$ cat src/inc/qpio_defines.svh
// Functional notes
// [RQ1] Reset sets port 0 latch to all ones and drive type to all zeros.
// [RQ2] Port 0 drive type 0 is open-drain sink, 1 is push-pull.
// [RQ3] Port 0 latch reads at 0000H; pin levels read at 000BH.
// [RQ4] Software sets latch 1 then drive type 0 before using a port 0 input.
// [RQ5] Port 0 pins carry interrupt, serial and UART alternate functions.
// [RQ6] Port 1 direction at 0009H, 1 is output; latch at 0001H.
// [RQ7] Reset clears port 1 direction and latch, so all pins are inputs.
// [RQ8] Port 1 read returns latch for outputs, pin level for inputs.
// [RQ9] Read-modify-write copies input pin levels into port 1 latch bits.
// [RQ10] Software sets latch 1 then direction 1 before timer or divider output.
// [RQ11] Port 2 has three bits; reset sets its latch bits to one.
// [RQ12] Software keeps port 2 latch at one for input or secondary use.
// [RQ13] Dual-clock mode gives port 2 bits 1 and 2 to the slow crystal.
// [RQ14] A falling edge on port 2 bit 0 sets its interrupt latch.
// [RQ15] Port 2 reads return undefined values in bits 7 to 3.
// [RQ16] Stop mode floats port 2 bit 0 regardless of the global drive enable.
// [RQ17] Reset sets port 3 latch to ones; a one lets the pin act as input.
// [RQ18] Port 3 latch reads at 0003H; pin levels read at 000DH.
// [RQ19] Pin levels are sampled when the read is taken; the code returns them four pclk cycles late, after a synchroniser and filter.
// [RQ20] Port outputs change right after the write is taken; the code changes them one pclk cycle later, through a registered pin driver.
// [RQ21] Writes to pin-level registers are ignored.
`ifndef QPIO_DEFINES_SVH
`define QPIO_DEFINES_SVH
`define QPIO_ADDR_P0_LATCH 12'h000
`define QPIO_ADDR_P1_LATCH 12'h001
`define QPIO_ADDR_P2_LATCH 12'h002
`define QPIO_ADDR_P3_LATCH 12'h003
`define QPIO_ADDR_P0_DRIVE 12'h008
`define QPIO_ADDR_P1_DIR 12'h009
`define QPIO_ADDR_P0_PIN 12'h00B
`define QPIO_ADDR_P2_PIN 12'h00C
`define QPIO_ADDR_P3_PIN 12'h00D
`define QPIO_ADDR_P2_CTRL 12'h040
`define QPIO_ADDR_P2_STAT 12'h041
`define QPIO_RST_P0_LATCH 8'hFF
`define QPIO_RST_P0_DRIVE 8'h00
`define QPIO_RST_P1_LATCH 8'h00
`define QPIO_RST_P1_DIR 8'h00
`define QPIO_RST_P2_LATCH 3'h7
`define QPIO_RST_P3_LATCH 8'hFF
`define QPIO_RST_P2_CTRL 3'h4
`define QPIO_CTRL_DUAL_BIT 0
`define QPIO_CTRL_STOP_BIT 1
`define QPIO_CTRL_GLOBAL_PIN_DRIVE_ENABLE_BIT 2
`define QPIO_STAT_IRQ_BIT 0
`endif

$ cat src/inc/qpio_pkg.sv
package qpio_pkg;
	typedef struct packed {
		logic [7:0] o;
		logic [7:0] oe;
	} qpio_pins8_type;
	typedef struct packed {
		logic [2:0] o;
		logic [2:0] oe;
	} qpio_pins3_type;
	typedef struct packed {
		logic [11:0] paddr;
		logic psel;
		logic penable;
		logic pwrite;
		logic [31:0] pwdata;
	} qpio_apb_req_type;
	typedef struct packed {
		logic [31:0] prdata;
		logic pready;
		logic pslverr;
	} qpio_apb_rsp_type;
endpackage

$ cat src/logic/qpio_top.sv
`timescale 1ns/10ps
`include "qpio_defines.svh"
module qpio_top (
	input wire logic pclk,
	input wire logic presetn,
	input wire qpio_pkg::qpio_apb_req_type apb_req,
	output qpio_pkg::qpio_apb_rsp_type apb_rsp,
	input wire logic [7:0] port0_i,
	output qpio_pkg::qpio_pins8_type port0_pins,
	input wire logic [7:0] port1_i,
	output qpio_pkg::qpio_pins8_type port1_pins,
	input wire logic [2:0] port2_i,
	output qpio_pkg::qpio_pins3_type port2_pins,
	input wire logic [7:0] port3_i,
	output qpio_pkg::qpio_pins8_type port3_pins,
	output logic [7:0] port0_alt_in,
	output logic ext_irq_port2
);
	import qpio_pkg::*;

	// ----------------------------------------
	// Pin synchronisers.
	// ----------------------------------------
	function automatic logic [7:0] settle(input logic [7:0] s2, input logic [7:0] s3,
		input logic [7:0] held);
		return (s2 & s3) | (held & (s2 | s3));
	endfunction

	// ----------------------------------------
	// Port 0 pin synchroniser.
	// ----------------------------------------
	logic [7:0] p0_sync1_r;
	logic [7:0] p0_sync2_r;
	logic [7:0] p0_sync3_r;
	logic [7:0] p0_pin_r;
	logic [7:0] p0_pin;
	always_ff @(posedge pclk or negedge presetn) begin
		if (!presetn) begin
			p0_sync1_r <= '0;
			p0_sync2_r <= '0;
			p0_sync3_r <= '0;
			p0_pin_r <= '0;
		end else begin
			p0_sync1_r <= port0_i;
			p0_sync2_r <= p0_sync1_r;
			p0_sync3_r <= p0_sync2_r;
			p0_pin_r <= settle(p0_sync2_r, p0_sync3_r, p0_pin_r);
		end
	end
	assign p0_pin = p0_pin_r;

	// ----------------------------------------
	// Port 1 pin synchroniser.
	// ----------------------------------------
	logic [7:0] p1_sync1_r;
	logic [7:0] p1_sync2_r;
	logic [7:0] p1_sync3_r;
	logic [7:0] p1_pin_r;
	logic [7:0] p1_pin;
	always_ff @(posedge pclk or negedge presetn) begin
		if (!presetn) begin
			p1_sync1_r <= '0;
			p1_sync2_r <= '0;
			p1_sync3_r <= '0;
			p1_pin_r <= '0;
		end else begin
			p1_sync1_r <= port1_i;
			p1_sync2_r <= p1_sync1_r;
			p1_sync3_r <= p1_sync2_r;
			p1_pin_r <= settle(p1_sync2_r, p1_sync3_r, p1_pin_r);
		end
	end
	assign p1_pin = p1_pin_r;

	// ----------------------------------------
	// Port 3 pin synchroniser.
	// ----------------------------------------
	logic [7:0] p3_sync1_r;
	logic [7:0] p3_sync2_r;
	logic [7:0] p3_sync3_r;
	logic [7:0] p3_pin_r;
	logic [7:0] p3_pin;
	always_ff @(posedge pclk or negedge presetn) begin
		if (!presetn) begin
			p3_sync1_r <= '0;
			p3_sync2_r <= '0;
			p3_sync3_r <= '0;
			p3_pin_r <= '0;
		end else begin
			p3_sync1_r <= port3_i;
			p3_sync2_r <= p3_sync1_r;
			p3_sync3_r <= p3_sync2_r;
			p3_pin_r <= settle(p3_sync2_r, p3_sync3_r, p3_pin_r);
		end
	end
	assign p3_pin = p3_pin_r;

	// ----------------------------------------
	// Port 2 pin synchroniser.
	// ----------------------------------------
	logic [2:0] p2_sync1_r;
	logic [2:0] p2_sync2_r;
	logic [2:0] p2_sync3_r;
	logic [2:0] p2_pin_r;
	logic [2:0] p2_pin;
	always_ff @(posedge pclk or negedge presetn) begin
		if (!presetn) begin
			p2_sync1_r <= '0;
			p2_sync2_r <= '0;
			p2_sync3_r <= '0;
			p2_pin_r <= '0;
		end else begin
			p2_sync1_r <= port2_i;
			p2_sync2_r <= p2_sync1_r;
			p2_sync3_r <= p2_sync2_r;
			p2_pin_r <= 3'(settle({5'h00, p2_sync2_r}, {5'h00, p2_sync3_r},
				{5'h00, p2_pin_r}));
		end
	end
	assign p2_pin = p2_pin_r;

	// ----------------------------------------
	// Register writes.
	// ----------------------------------------
	logic wr;
	logic rd;
	assign wr = apb_req.psel && apb_req.penable && apb_req.pwrite;
	assign rd = apb_req.psel && apb_req.penable && !apb_req.pwrite;

	function automatic logic hit(input logic [11:0] a, input logic [11:0] r);
		return a[11:2] == r[9:0];
	endfunction

	logic [7:0] p0_latch_r;
	logic [7:0] p0_drive_r;
	logic [7:0] p1_latch_r;
	logic [7:0] p1_dir_r;
	logic [2:0] p2_latch_r;
	logic [7:0] p3_latch_r;
	logic [2:0] p2_ctrl_r;
	logic [7:0] wd;
	assign wd = apb_req.pwdata[7:0];
	// Pin-level addresses match none of the writable registers below. [RQ21]

	// ----------------------------------------
	// Port 0 output latch.
	// ----------------------------------------
	always_ff @(posedge pclk or negedge presetn) begin
		if (!presetn) begin
			p0_latch_r <= `QPIO_RST_P0_LATCH; // [RQ1]
		end else if (wr && hit(apb_req.paddr, `QPIO_ADDR_P0_LATCH)) begin
			p0_latch_r <= wd; // [RQ20]
		end
	end

	// ----------------------------------------
	// Port 0 drive type.
	// ----------------------------------------
	always_ff @(posedge pclk or negedge presetn) begin
		if (!presetn) begin
			p0_drive_r <= `QPIO_RST_P0_DRIVE; // [RQ1]
		end else if (wr && hit(apb_req.paddr, `QPIO_ADDR_P0_DRIVE)) begin
			p0_drive_r <= wd;
		end
	end

	// ----------------------------------------
	// Port 1 output latch.
	// ----------------------------------------
	always_ff @(posedge pclk or negedge presetn) begin
		if (!presetn) begin
			p1_latch_r <= `QPIO_RST_P1_LATCH; // [RQ7]
		end else if (wr && hit(apb_req.paddr, `QPIO_ADDR_P1_LATCH)) begin
			p1_latch_r <= wd; // [RQ9]
		end
	end

	// ----------------------------------------
	// Port 1 direction.
	// ----------------------------------------
	always_ff @(posedge pclk or negedge presetn) begin
		if (!presetn) begin
			p1_dir_r <= `QPIO_RST_P1_DIR; // [RQ7]
		end else if (wr && hit(apb_req.paddr, `QPIO_ADDR_P1_DIR)) begin
			p1_dir_r <= wd; // [RQ6]
		end
	end

	// ----------------------------------------
	// Port 2 output latch.
	// ----------------------------------------
	always_ff @(posedge pclk or negedge presetn) begin
		if (!presetn) begin
			p2_latch_r <= `QPIO_RST_P2_LATCH; // [RQ11]
		end else if (wr && hit(apb_req.paddr, `QPIO_ADDR_P2_LATCH)) begin
			p2_latch_r <= wd[2:0];
		end
	end

	// ----------------------------------------
	// Port 3 output latch.
	// ----------------------------------------
	always_ff @(posedge pclk or negedge presetn) begin
		if (!presetn) begin
			p3_latch_r <= `QPIO_RST_P3_LATCH; // [RQ17]
		end else if (wr && hit(apb_req.paddr, `QPIO_ADDR_P3_LATCH)) begin
			p3_latch_r <= wd;
		end
	end

	// ----------------------------------------
	// Port 2 mode control.
	// ----------------------------------------
	always_ff @(posedge pclk or negedge presetn) begin
		if (!presetn) begin
			p2_ctrl_r <= `QPIO_RST_P2_CTRL;
		end else if (wr && hit(apb_req.paddr, `QPIO_ADDR_P2_CTRL)) begin
			p2_ctrl_r <= wd[2:0];
		end
	end

	// ----------------------------------------
	// Port 2 bit 0 falling-edge interrupt latch.
	// ----------------------------------------
	logic p2_prev_r;
	logic irq_r;
	logic irq_clr;
	assign irq_clr = wr && hit(apb_req.paddr, `QPIO_ADDR_P2_STAT) && wd[`QPIO_STAT_IRQ_BIT];
	always_ff @(posedge pclk or negedge presetn) begin
		if (!presetn) begin
			p2_prev_r <= 1'b0;
			irq_r <= 1'b0;
		end else begin
			p2_prev_r <= p2_pin[0];
			if (p2_prev_r && !p2_pin[0]) begin
				irq_r <= 1'b1; // [RQ14]
			end else if (irq_clr) begin
				irq_r <= 1'b0;
			end
		end
	end

	// ----------------------------------------
	// Read data.
	// ----------------------------------------
	logic [7:0] rdat;
	logic hit_any;
	always_comb begin
		rdat = 8'h00;
		hit_any = 1'b1;
		case ({2'b00, apb_req.paddr[11:2]})
			`QPIO_ADDR_P0_LATCH: rdat = p0_latch_r; // [RQ3]
			`QPIO_ADDR_P0_PIN: rdat = p0_pin; // [RQ3] [RQ19]
			`QPIO_ADDR_P0_DRIVE: rdat = p0_drive_r;
			`QPIO_ADDR_P1_LATCH: rdat = (p1_latch_r & p1_dir_r) | (p1_pin & ~p1_dir_r); // [RQ8]
			`QPIO_ADDR_P1_DIR: rdat = p1_dir_r;
			`QPIO_ADDR_P2_LATCH: rdat = {5'h00, p2_latch_r}; // [RQ15]
			`QPIO_ADDR_P2_PIN: rdat = {5'h00, p2_pin}; // [RQ15]
			`QPIO_ADDR_P3_LATCH: rdat = p3_latch_r; // [RQ18]
			`QPIO_ADDR_P3_PIN: rdat = p3_pin; // [RQ18]
			`QPIO_ADDR_P2_CTRL: rdat = {5'h00, p2_ctrl_r};
			`QPIO_ADDR_P2_STAT: rdat = {7'h00, irq_r};
			default: hit_any = 1'b0;
		endcase
	end

	always_ff @(posedge pclk or negedge presetn) begin
		if (!presetn) begin
			apb_rsp <= '0;
		end else begin
			apb_rsp.pready <= apb_req.psel && !apb_req.penable;
			apb_rsp.pslverr <= apb_req.psel && !apb_req.penable && !hit_any;
			apb_rsp.prdata <= (apb_req.psel && !apb_req.penable && !apb_req.pwrite) ?
				{24'h000000, rdat} : 32'h00000000;
		end
	end

	// ----------------------------------------
	// Pin drivers.
	// ----------------------------------------
	logic global_pin_drive_enable;
	logic dual;
	logic stop;
	assign dual = p2_ctrl_r[`QPIO_CTRL_DUAL_BIT];
	assign stop = p2_ctrl_r[`QPIO_CTRL_STOP_BIT];
	assign global_pin_drive_enable = p2_ctrl_r[`QPIO_CTRL_GLOBAL_PIN_DRIVE_ENABLE_BIT];

	// ----------------------------------------
	// Port 0 driver.
	// ----------------------------------------
	always_ff @(posedge pclk or negedge presetn) begin
		if (!presetn) begin
			port0_pins <= '0;
		end else begin
			port0_pins.o <= p0_latch_r;
			port0_pins.oe <= global_pin_drive_enable ? (p0_drive_r | ~p0_latch_r) : 8'h00; // [RQ2]
		end
	end

	// ----------------------------------------
	// Port 1 driver.
	// ----------------------------------------
	always_ff @(posedge pclk or negedge presetn) begin
		if (!presetn) begin
			port1_pins <= '0;
		end else begin
			port1_pins.o <= p1_latch_r;
			port1_pins.oe <= global_pin_drive_enable ? p1_dir_r : 8'h00; // [RQ6]
		end
	end

	// ----------------------------------------
	// Port 3 driver.
	// ----------------------------------------
	always_ff @(posedge pclk or negedge presetn) begin
		if (!presetn) begin
			port3_pins <= '0;
		end else begin
			port3_pins.o <= p3_latch_r;
			port3_pins.oe <= global_pin_drive_enable ? ~p3_latch_r : 8'h00; // [RQ17]
		end
	end

	// ----------------------------------------
	// Port 2 driver.
	// ----------------------------------------
	always_ff @(posedge pclk or negedge presetn) begin
		if (!presetn) begin
			port2_pins <= '0;
		end else begin
			port2_pins.o <= p2_latch_r;
			port2_pins.oe[2:1] <= (global_pin_drive_enable && !dual) ? ~p2_latch_r[2:1] : 2'h0; // [RQ13]
			port2_pins.oe[0] <= global_pin_drive_enable && !stop && !p2_latch_r[0]; // [RQ16]
		end
	end

	// ----------------------------------------
	// Port 0 alternate-function inputs.
	// ----------------------------------------
	always_ff @(posedge pclk or negedge presetn) begin
		if (!presetn) begin
			port0_alt_in <= 8'hFF;
		end else begin
			port0_alt_in <= p0_pin; // [RQ5]
		end
	end

	// ----------------------------------------
	// Port 2 interrupt output.
	// ----------------------------------------
	always_ff @(posedge pclk or negedge presetn) begin
		if (!presetn) begin
			ext_irq_port2 <= 1'b0;
		end else begin
			ext_irq_port2 <= irq_r; // [RQ14]
		end
	end
endmodule // qpio_top

$ cat config.mk
export PLATFORM = sky130hd
export DESIGN_NAME = qpio_top
export DESIGN_NICKNAME = d
export VERILOG_FILES = /design/src/inc/qpio_pkg.sv /design/src/logic/qpio_top.sv
export VERILOG_INCLUDE_DIRS = /design/src /design/src/inc
export SDC_FILE = /design/constraint.sdc
export NUM_CORES = 1
export LEC_CHECK = 0
export ABC_CLOCK_PERIOD_IN_PS = 1940
export BUFFER_PORTS_ARGS = -buffer_cell sky130_fd_sc_hd__buf_4
export CAP_MARGIN = 20
export CORE_UTILIZATION = 53
export CTS_CLUSTER_DIAMETER = 40
export DETAILED_ROUTE_END_ITERATION = 10
export HOLD_SLACK_MARGIN = 0.15
export PLACE_DENSITY = 0.85
export SYNTH_ARGS = -nofsm -noshare
export SYNTH_HDL_FRONTEND = slang
export SYNTH_SLANG_ARGS = --single-unit
$ cat constraint.sdc
create_clock -name pclk -period 1.94 [get_ports pclk]
set_clock_uncertainty 0.05 [all_clocks]
set_input_delay 0.097 -clock pclk [delete_from_list [all_inputs] [get_ports pclk]]
set_output_delay 0.097 -clock pclk [all_outputs]
set_load 0.02 [all_outputs]
Yosys cells after proc, flatten, opt, wreduce, memory -nomap -nowiden. Cells that the tools add are included.

Word-level logic and storage cells: 109. Register bits: 229. Bits of input ports: 76. Output and inout bits: 97.

Reductions and logical operators: 28. Bitwise gates (word level): 24. Muxes and demuxes: 9. Eq/ne operators: 10.

Operators with widths (number): $pmux 8 s11 (1); $and 8x8->8 (8); $or 8x8->8 (8); $eq 10x4->1 const B (5); $mux 8 (4); $not 8->8 (3); $eq 10x2->1 const B (2); $eq 10x7->1 const B (2); $logic_and 1x1->1 (18); $reduce_or 11->1 (1); $eq 10x1->1 const B (1); $logic_not 10->1 (1); $logic_not 1->1 (7); $and 3x3->3 (2); $or 3x3->3 (2); $mux 1 (3); $mux 2 (1); $not 2->2 (1); $reduce_bool 2->1 (1).

Depth between registers and ports, before layout. Gate-level depths: netlist of run 1.

Word-level depth: 6. Depth in mapped cells: 7. Gate-level depth less buffers: 5.

Worst setup path before layout of run 1. OpenSTA, ideal clock, no wires.

Kind: input-to-reg. Start point: input port apb_req[42] in the netlist's numbering. End point: register p0_drive_r[0]. Buffers on the path: 2. Library setup time: 0.125 ns. Stages on the path: 6. Data required time: 1.765 ns. Arrival time: 1.664 ns. Slack: 0.101 ns. Path through: or2_1 -> or4_1 -> buf_2 -> or3_1 -> buf_6 -> mux2_4.

Longest elaborated chain between the ends: 2.

RTL lines: start, declared (RTL line qpio_top.sv:6) `input wire qpio_pkg::qpio_apb_req_type apb_req,`; $eq 10x4->1 (RTL line qpio_top.sv:131) `return a[11:2] == r[9:0];`; $logic_and 1x1->1 (RTL line qpio_top.sv:162) `` end else if (wr && hit(apb_req.paddr, `QPIO_ADDR_P0_DRIVE)) begin ``; end signal, assigned (RTL line qpio_top.sv:161) `` p0_drive_r <= `QPIO_RST_P0_DRIVE; ``; end signal, assigned (RTL line qpio_top.sv:163) `p0_drive_r <= wd;`; end, declared (RTL line qpio_top.sv:135) `logic [7:0] p0_drive_r;`.

No other way between the ends. A chain may end at the register's enable or synchronous reset.

Worst setup path in the final report of run 1.
Start point: input port apb_req[44] in the netlist's numbering. End point: register p2_ctrl_r[1].

Longest elaborated chain between the ends: 2.

RTL lines: $eq 10x7->1 (RTL line qpio_top.sv:131); $logic_and 1x1->1 (RTL line qpio_top.sv:217) `` end else if (wr && hit(apb_req.paddr, `QPIO_ADDR_P2_CTRL)) begin ``; end signal, assigned (RTL line qpio_top.sv:216) `` p2_ctrl_r <= `QPIO_RST_P2_CTRL; ``; end signal, assigned (RTL line qpio_top.sv:218) `p2_ctrl_r <= wd[2:0];`; end, declared (RTL line qpio_top.sv:140) `logic [2:0] p2_ctrl_r;`.

No other way between the ends.

==> results.cfg, run 1 <==
[critical_path]
path_depth = 7
cp_slowest_cell = dlygate4sd3_1
crit_top_cell = buf_4
crit_arrival_ps = 2290
cp_data_required_time_ps = 2280
worstPathMaxFanout = 5
r2r_slack_ps = 190
reg2reg_depth = 5
crit_buf_inv = 4
crit_path_end_kind = flop
crit_family = buffers and inverters
cp-start-kind = input pin
worstSetupPathType = input pin to flop
crit_chain = dlygate4sd3_1 -> buf_4 -> or4_4 -> buf_4 -> nor4_2 -> buf_4 -> mux2_2
slowest_delay_ps = 590

[timing]
finalHoldViolations = 0
relSlewSlack_pct = 59.89
fin_crit_sh_pct = 100.6
drv_slew = 0
setup-violations-final = 1
finalCriticalPeriod_ps = 1952
fin_hold_ws_ps = 169.4
layout_setup_ws_ps = -11.52
worst_pin_slew_ps = 600.3
max_clock_freq_ghz = 0.5124

[clock_tree]
htreeDepth = 1
cts_root_buf = clkbuf_16
cts_tree = built
numCtsBuffers = 25
cts_max_path_buffers = 3
clkSinkCount = 229
insertion_delay_ps = 520
clkSlewWorstSetupHoldPaths_ps = 60

[die]
die_y_microns = 124.5
std_cell_rows = 44
die_area_sq_um = 15500
fp.dieW_microns = 124.5
core-area_sq_um = 14590
start_util_pct = 54.50
ios = 173

[routing]
dr.first_iter.drc_count = 311
drc_errors = 0
vias_per_cell = 5.368
post_drt_wl_per_cell_microns = 18.71
num_vias = 4976
finalWirelength_mm = 17.34
ant_nets = 0
dr.pass1.iters = 5

[final_layout]
seq_area_sq_um = 5766
nNetsFinal = 800
final_util_pct = 72.05
fill_cells = 909
layout-drive-gt1-share_pct = 37.60
area_delta_synth_final_pct = 32.19
multiInputGateArea_sq_um = 1982
fin_cells = 927

[synth]
ys_types = 54
synthCells = 523
ys_warn_count = 0
ys_ff_latch = 229
syn_area_sq_um = 7951
async_flop_share_pct = 100.0
syn_area_per_cell_sq_um = 15.20
synth_top_flop_cell = dfrtp_1
synth-edff-count = 0
synthTopCellsByCount = dfrtp_1, mux2_2, dfstp_2
post-synth-top-count-cell = dfrtp_1
synthTopCellsByArea = dfrtp_1, dfstp_2, mux2_2, maj3_1, buf_4
synth_top_area_share_pct = 63.26
yosysTopAreaCell = dfrtp_1
synth-seq-area-share_pct = 72.51

[global_route]
grt_max_degree = 70
antenna_found_initial = 1
grt_pass1_vias = 5280
grt_usage_pct = 23.14
grt-ovfl-total = 0
grt_pass1_wl_mm = 28.14

[pwr]
power.total_mw = 10.45
leakagePower_nw = 4.951
ir_drop_v = 0.0007214
powerDensity_nw_per_um2 = 994.2

[run]
max_cap_violations = 0

[place]
place_ws_ps = -34.83
place_inst = 833
port_buffers = 122
dp_hpwl_mm = 11.16
gp_congestion = 0.9230

[outcome]
status = complete, but fails checks
violations = setup timing

[worst_hold_path]
hold_class = input pin to flop
whs_path_depth = 2
repair_timing:
action                                  4_1_cts  5_1_grt
endpoints found under the setup margin        0       23
setup buffers                                 0        0
hold buffers                                 48        0
resized for setup                             0        6
hold endpoints to repair                    308        0
worst register-to-register path, delay by kind of cell, from the launching register on:
kind,cells,cell delay [ps]
AO/OA/AOI/OAI,3,470
flip-flops,1,410
multiplexers,1,90
AND/OR/NAND/NOR,1,630
where the power goes:
group / internal (mW) / leakage (nW) / switching, mW
logic: 0.258 / 1.70 / 0.324
clock network: 2.88 / 0.420 / 1.92
registers: 4.96 / 2.83 / 0.104
total: 8.10 / 4.95 / 2.35
placed cells by master, fill, tap and decap left out, drive strengths merged, types with 7 or more instances in the layout:
| cell type | netlist | routed |
|---|---|---|
| a21boi | 8 | 8 |
| maj3 | 27 | 27 |
| clkinv | 0 | 10 |
| dlygate4sd3 | 0 | 48 |
| conb | 1 | 24 |
| a21oi | 7 | 7 |
| nor2b | 10 | 10 |
| dfstp | 28 | 28 |
| mux2 | 49 | 49 |
| nor2 | 18 | 18 |
| dfrtp | 201 | 201 |
| nand2b | 8 | 8 |
| inv | 15 | 17 |
| nand2 | 12 | 12 |
| o21ai | 15 | 15 |
| clkbuf | 16 | 28 |
| and2 | 11 | 11 |
| buf | 27 | 146 |
through the flow:
| step | setup TNS (ps) | area [sq um] |
|---|---|---|
| 6_report | -11.52 | 10510 |
| 5_1_grt | -18.82 | 10510 |
| 4_1_cts | 0 | 10480 |
| 3_5_place_dp | -408.1 | 9136 |
| 3_3_place_gp | -105.4 | 9136 |
| 2_1_floorplan | 0 | 8038 |
routing by layer:
metal | vias to the layer above | share of wire [%] | track usage, % | routed length, microns
met4 | 0 | 3.8 | 10.49 | 657
met3 | 62 | 7.9 | 5.670 | 1375
met1 | 2497 | 39 | 29.38 | 6734
li1 | 2170 | - | - | -
met2 | 247 | 49 | 37.76 | 8574
met5 | - | 0 | 0 | 0
flip-flops by register name (all words and copies together) (netlist names), 10 cells and up:
register,count
apb_rsp,10
port0_pins,16
port1_pins,16
port3_pins,16
cell families after synthesis:
group	count (synthesis)	synth area share (%)
fa+ha+maj	27	3.399
other cells	1	0.04716
compound gates	64	5.696
simple gates	92	6.672
buf+inv	58	3.981
mux	52	7.695
flops	229	72.51
layout make-up:
class / count / area share [%]
multi-input cells: 259 / 18.85
inverters: 15 / 0.5357
diodes: 1 / 0.02381
flip-flops and latches: 229 / 54.85
repair buffers: 194 / 15.34
clock inverters: 17 / 1.952
clock buffers: 28 / 6.249
well taps: 184 / 2.190
worst paths after layout:
kind	startpoint	endpoint
max in group asynchronous	presetn	port0_alt_in[6]
hold / removal	port3_i[5]	p3_sync1_r[5]
hold reg to reg	p0_sync1_r[5]	p0_sync2_r[5]
setup reg to reg	p0_drive_r[0]	apb_rsp[2]
min in group asynchronous	presetn	p0_pin[1]
setup / recovery	apb_req[44]	p2_ctrl_r[1]
Power figures use the tool's default switching activity.
==> run 2: changes to the inputs <==
- CORE_MARGIN: not set -> 2
- REMOVE_ABC_BUFFERS: not set -> 1
==> results.cfg, run 2 (synthesis results as in run 1) <==
[die]
start_util_pct = 54.50
fp.dieW_microns = 126.5
ios = 173
std_cell_rows = 44
die_y_microns = 126.5
die_area_sq_um = 16000
core-area_sq_um = 14590

[routing]
vias_per_cell = 5.222
drc_errors = 0
dr.pass1.iters = 4
dr.first_iter.drc_count = 333
finalWirelength_mm = 18.33
num_vias = 4898
ant_nets = 0
post_drt_wl_per_cell_microns = 19.54

[global_route]
grt_pass1_vias = 5382
grt_use_met3_pct = 3.965
grt_pass1_wl_mm = 29.06
antenna_found_initial = 0
grt-ovfl-total = 0
met2_usage_pct = 38.88
grt_max_degree = 68
grt_usage_pct = 23.13
grt_use_met1_pct = 31.42
busiest_layer = met2

[final_layout]
area_delta_synth_final_pct = 33.31
top_regs = port0_pins x16, port1_pins x16, port3_pins x16
antenna_cells = 0
fill_cells = 902
fin_cells = 938
nNetsFinal = 812
final_util_pct = 72.66
final_common_cell = dfrtp_1
mostFrequentLayoutCells = dfrtp_1, buf_4, dlygate4sd3_1
layout-drive-gt1-share_pct = 37.14

[clock_tree]
cts_root_buf = clkbuf_16
numCtsBuffers = 25
htreeDepth = 1
cts_tree = built
cts_max_path_buffers = 3
insertion_delay_ps = 510
clkSlewWorstSetupHoldPaths_ps = 60
clkSinkCount = 229

[timing]
relSlewSlack_pct = 59.29
setup-violations-final = 0
layout_setup_ws_ps = 69.60
finalCriticalPeriod_ps = 1870
finalHoldViolations = 0
max_clock_freq_ghz = 0.5346
worst_pin_slew_ps = 608.6
fin_crit_sh_pct = 96.41
grt_setup_unrepaired = false
drv_slew = 0
setup_tns_ps = 0

[run]
max_cap_violations = 0

[outcome]
status = completed

[place]
port_buffers = 122
place_ws_ps = -40.92
gp_congestion = 0.8462
place_inst = 842
dp_hpwl_mm = 11.97

[critical_path]
crit_arrival_ps = 2200
worstSetupPathType = input pin to flop
cp-start-kind = input pin
crit_path_end_kind = flop
worstPathMaxFanout = 8
cp_data_required_time_ps = 2270

[pwr]
leakagePower_nw = 4.994
powerDensity_nw_per_um2 = 994.2
ir_drop_v = 0.0006737
power.total_mw = 10.54

[worst_hold_path]
hold_class = input pin to flop
-- run 2: cell types whose count changed in the layout (fill, tap and decap cells not counted), sizes merged --
cell / before / now
dlygate4sd3: 48 / 50
diode: 1 / 0
clkinv: 10 / 2
clkbuf: 28 / 36
clkinvlp: 2 / 3
buf: 146 / 156
inv: 17 / 15
bufinv: 3 / 4
-- run 2: what timing repair did --
item	in CTS	in global routing
setup endpoints to repair	0	8
hold buffers	49	2
hold endpoints to repair	298	12
gates resized for setup	0	3
setup buffers	0	0
-- run 2: critical path, stage by stage --
cell and delay (ps):
dlygate4sd3_1 560, buf_4 160, or4_4 510, or3_1 370, buf_4 200, mux2_4 310
-- run 2: power breakdown --
group	leakage (nW)	total (mW)	switching (mW)	internal [mW]
Combinational	1.76	0.603	0.332	0.271
Sequential	2.83	5.07	0.105	4.97
Clock	0.404	4.86	1.83	3.03
Total	4.99	10.5	2.27	8.27
-- run 2: stage by stage --
stage / cell area (sq um) / hold slack (ps)
2_1_floorplan: 7777 / -248.6
3_3_place_gp: 9204 / 57.43
3_5_place_dp: 9204 / 69.54
4_1_cts: 10550 / 105.6
5_1_grt: 10600 / 185.0
6_report: 10600 / 181.8
-- run 2: final timing paths --
path / slack (ps) / cells past startpoint / end / start
setup reg to reg: 210 / 5 / apb_rsp[2] / p1_dir_r[0]
max in group asynchronous: 560 / 3 / apb_rsp[2] / presetn
setup / recovery: 70 / 6 / p0_drive_r[3] / apb_req[46]
min in group asynchronous: 220 / 2 / port0_alt_in[1] / presetn
hold / removal: 180 / 2 / p3_sync1_r[6] / port3_i[6]
hold reg to reg: 300 / 0 / p0_sync2_r[6] / p0_sync1_r[6]
-- run 2: layer usage --
layer	wire length, microns	part of all wire, %	up-vias
met3	1200	6.5	36
met4	354	1.9	0
met5	0	0	-
met1	7448	41	2471
li1	-	-	2187
met2	9321	51	204
-- run 2: cell type report --
cell class              instances  area (sq um)  area share, %
repair buffers                206          1717          16.19
clock buffers                  36         696.9          6.575
flip-flops and latches        229          5766          54.39
inverters                      15         56.30         0.5312
multi-input cells             259          1974          18.63
clock inverters                 9         160.2          1.511
well taps                     184         230.2          2.172
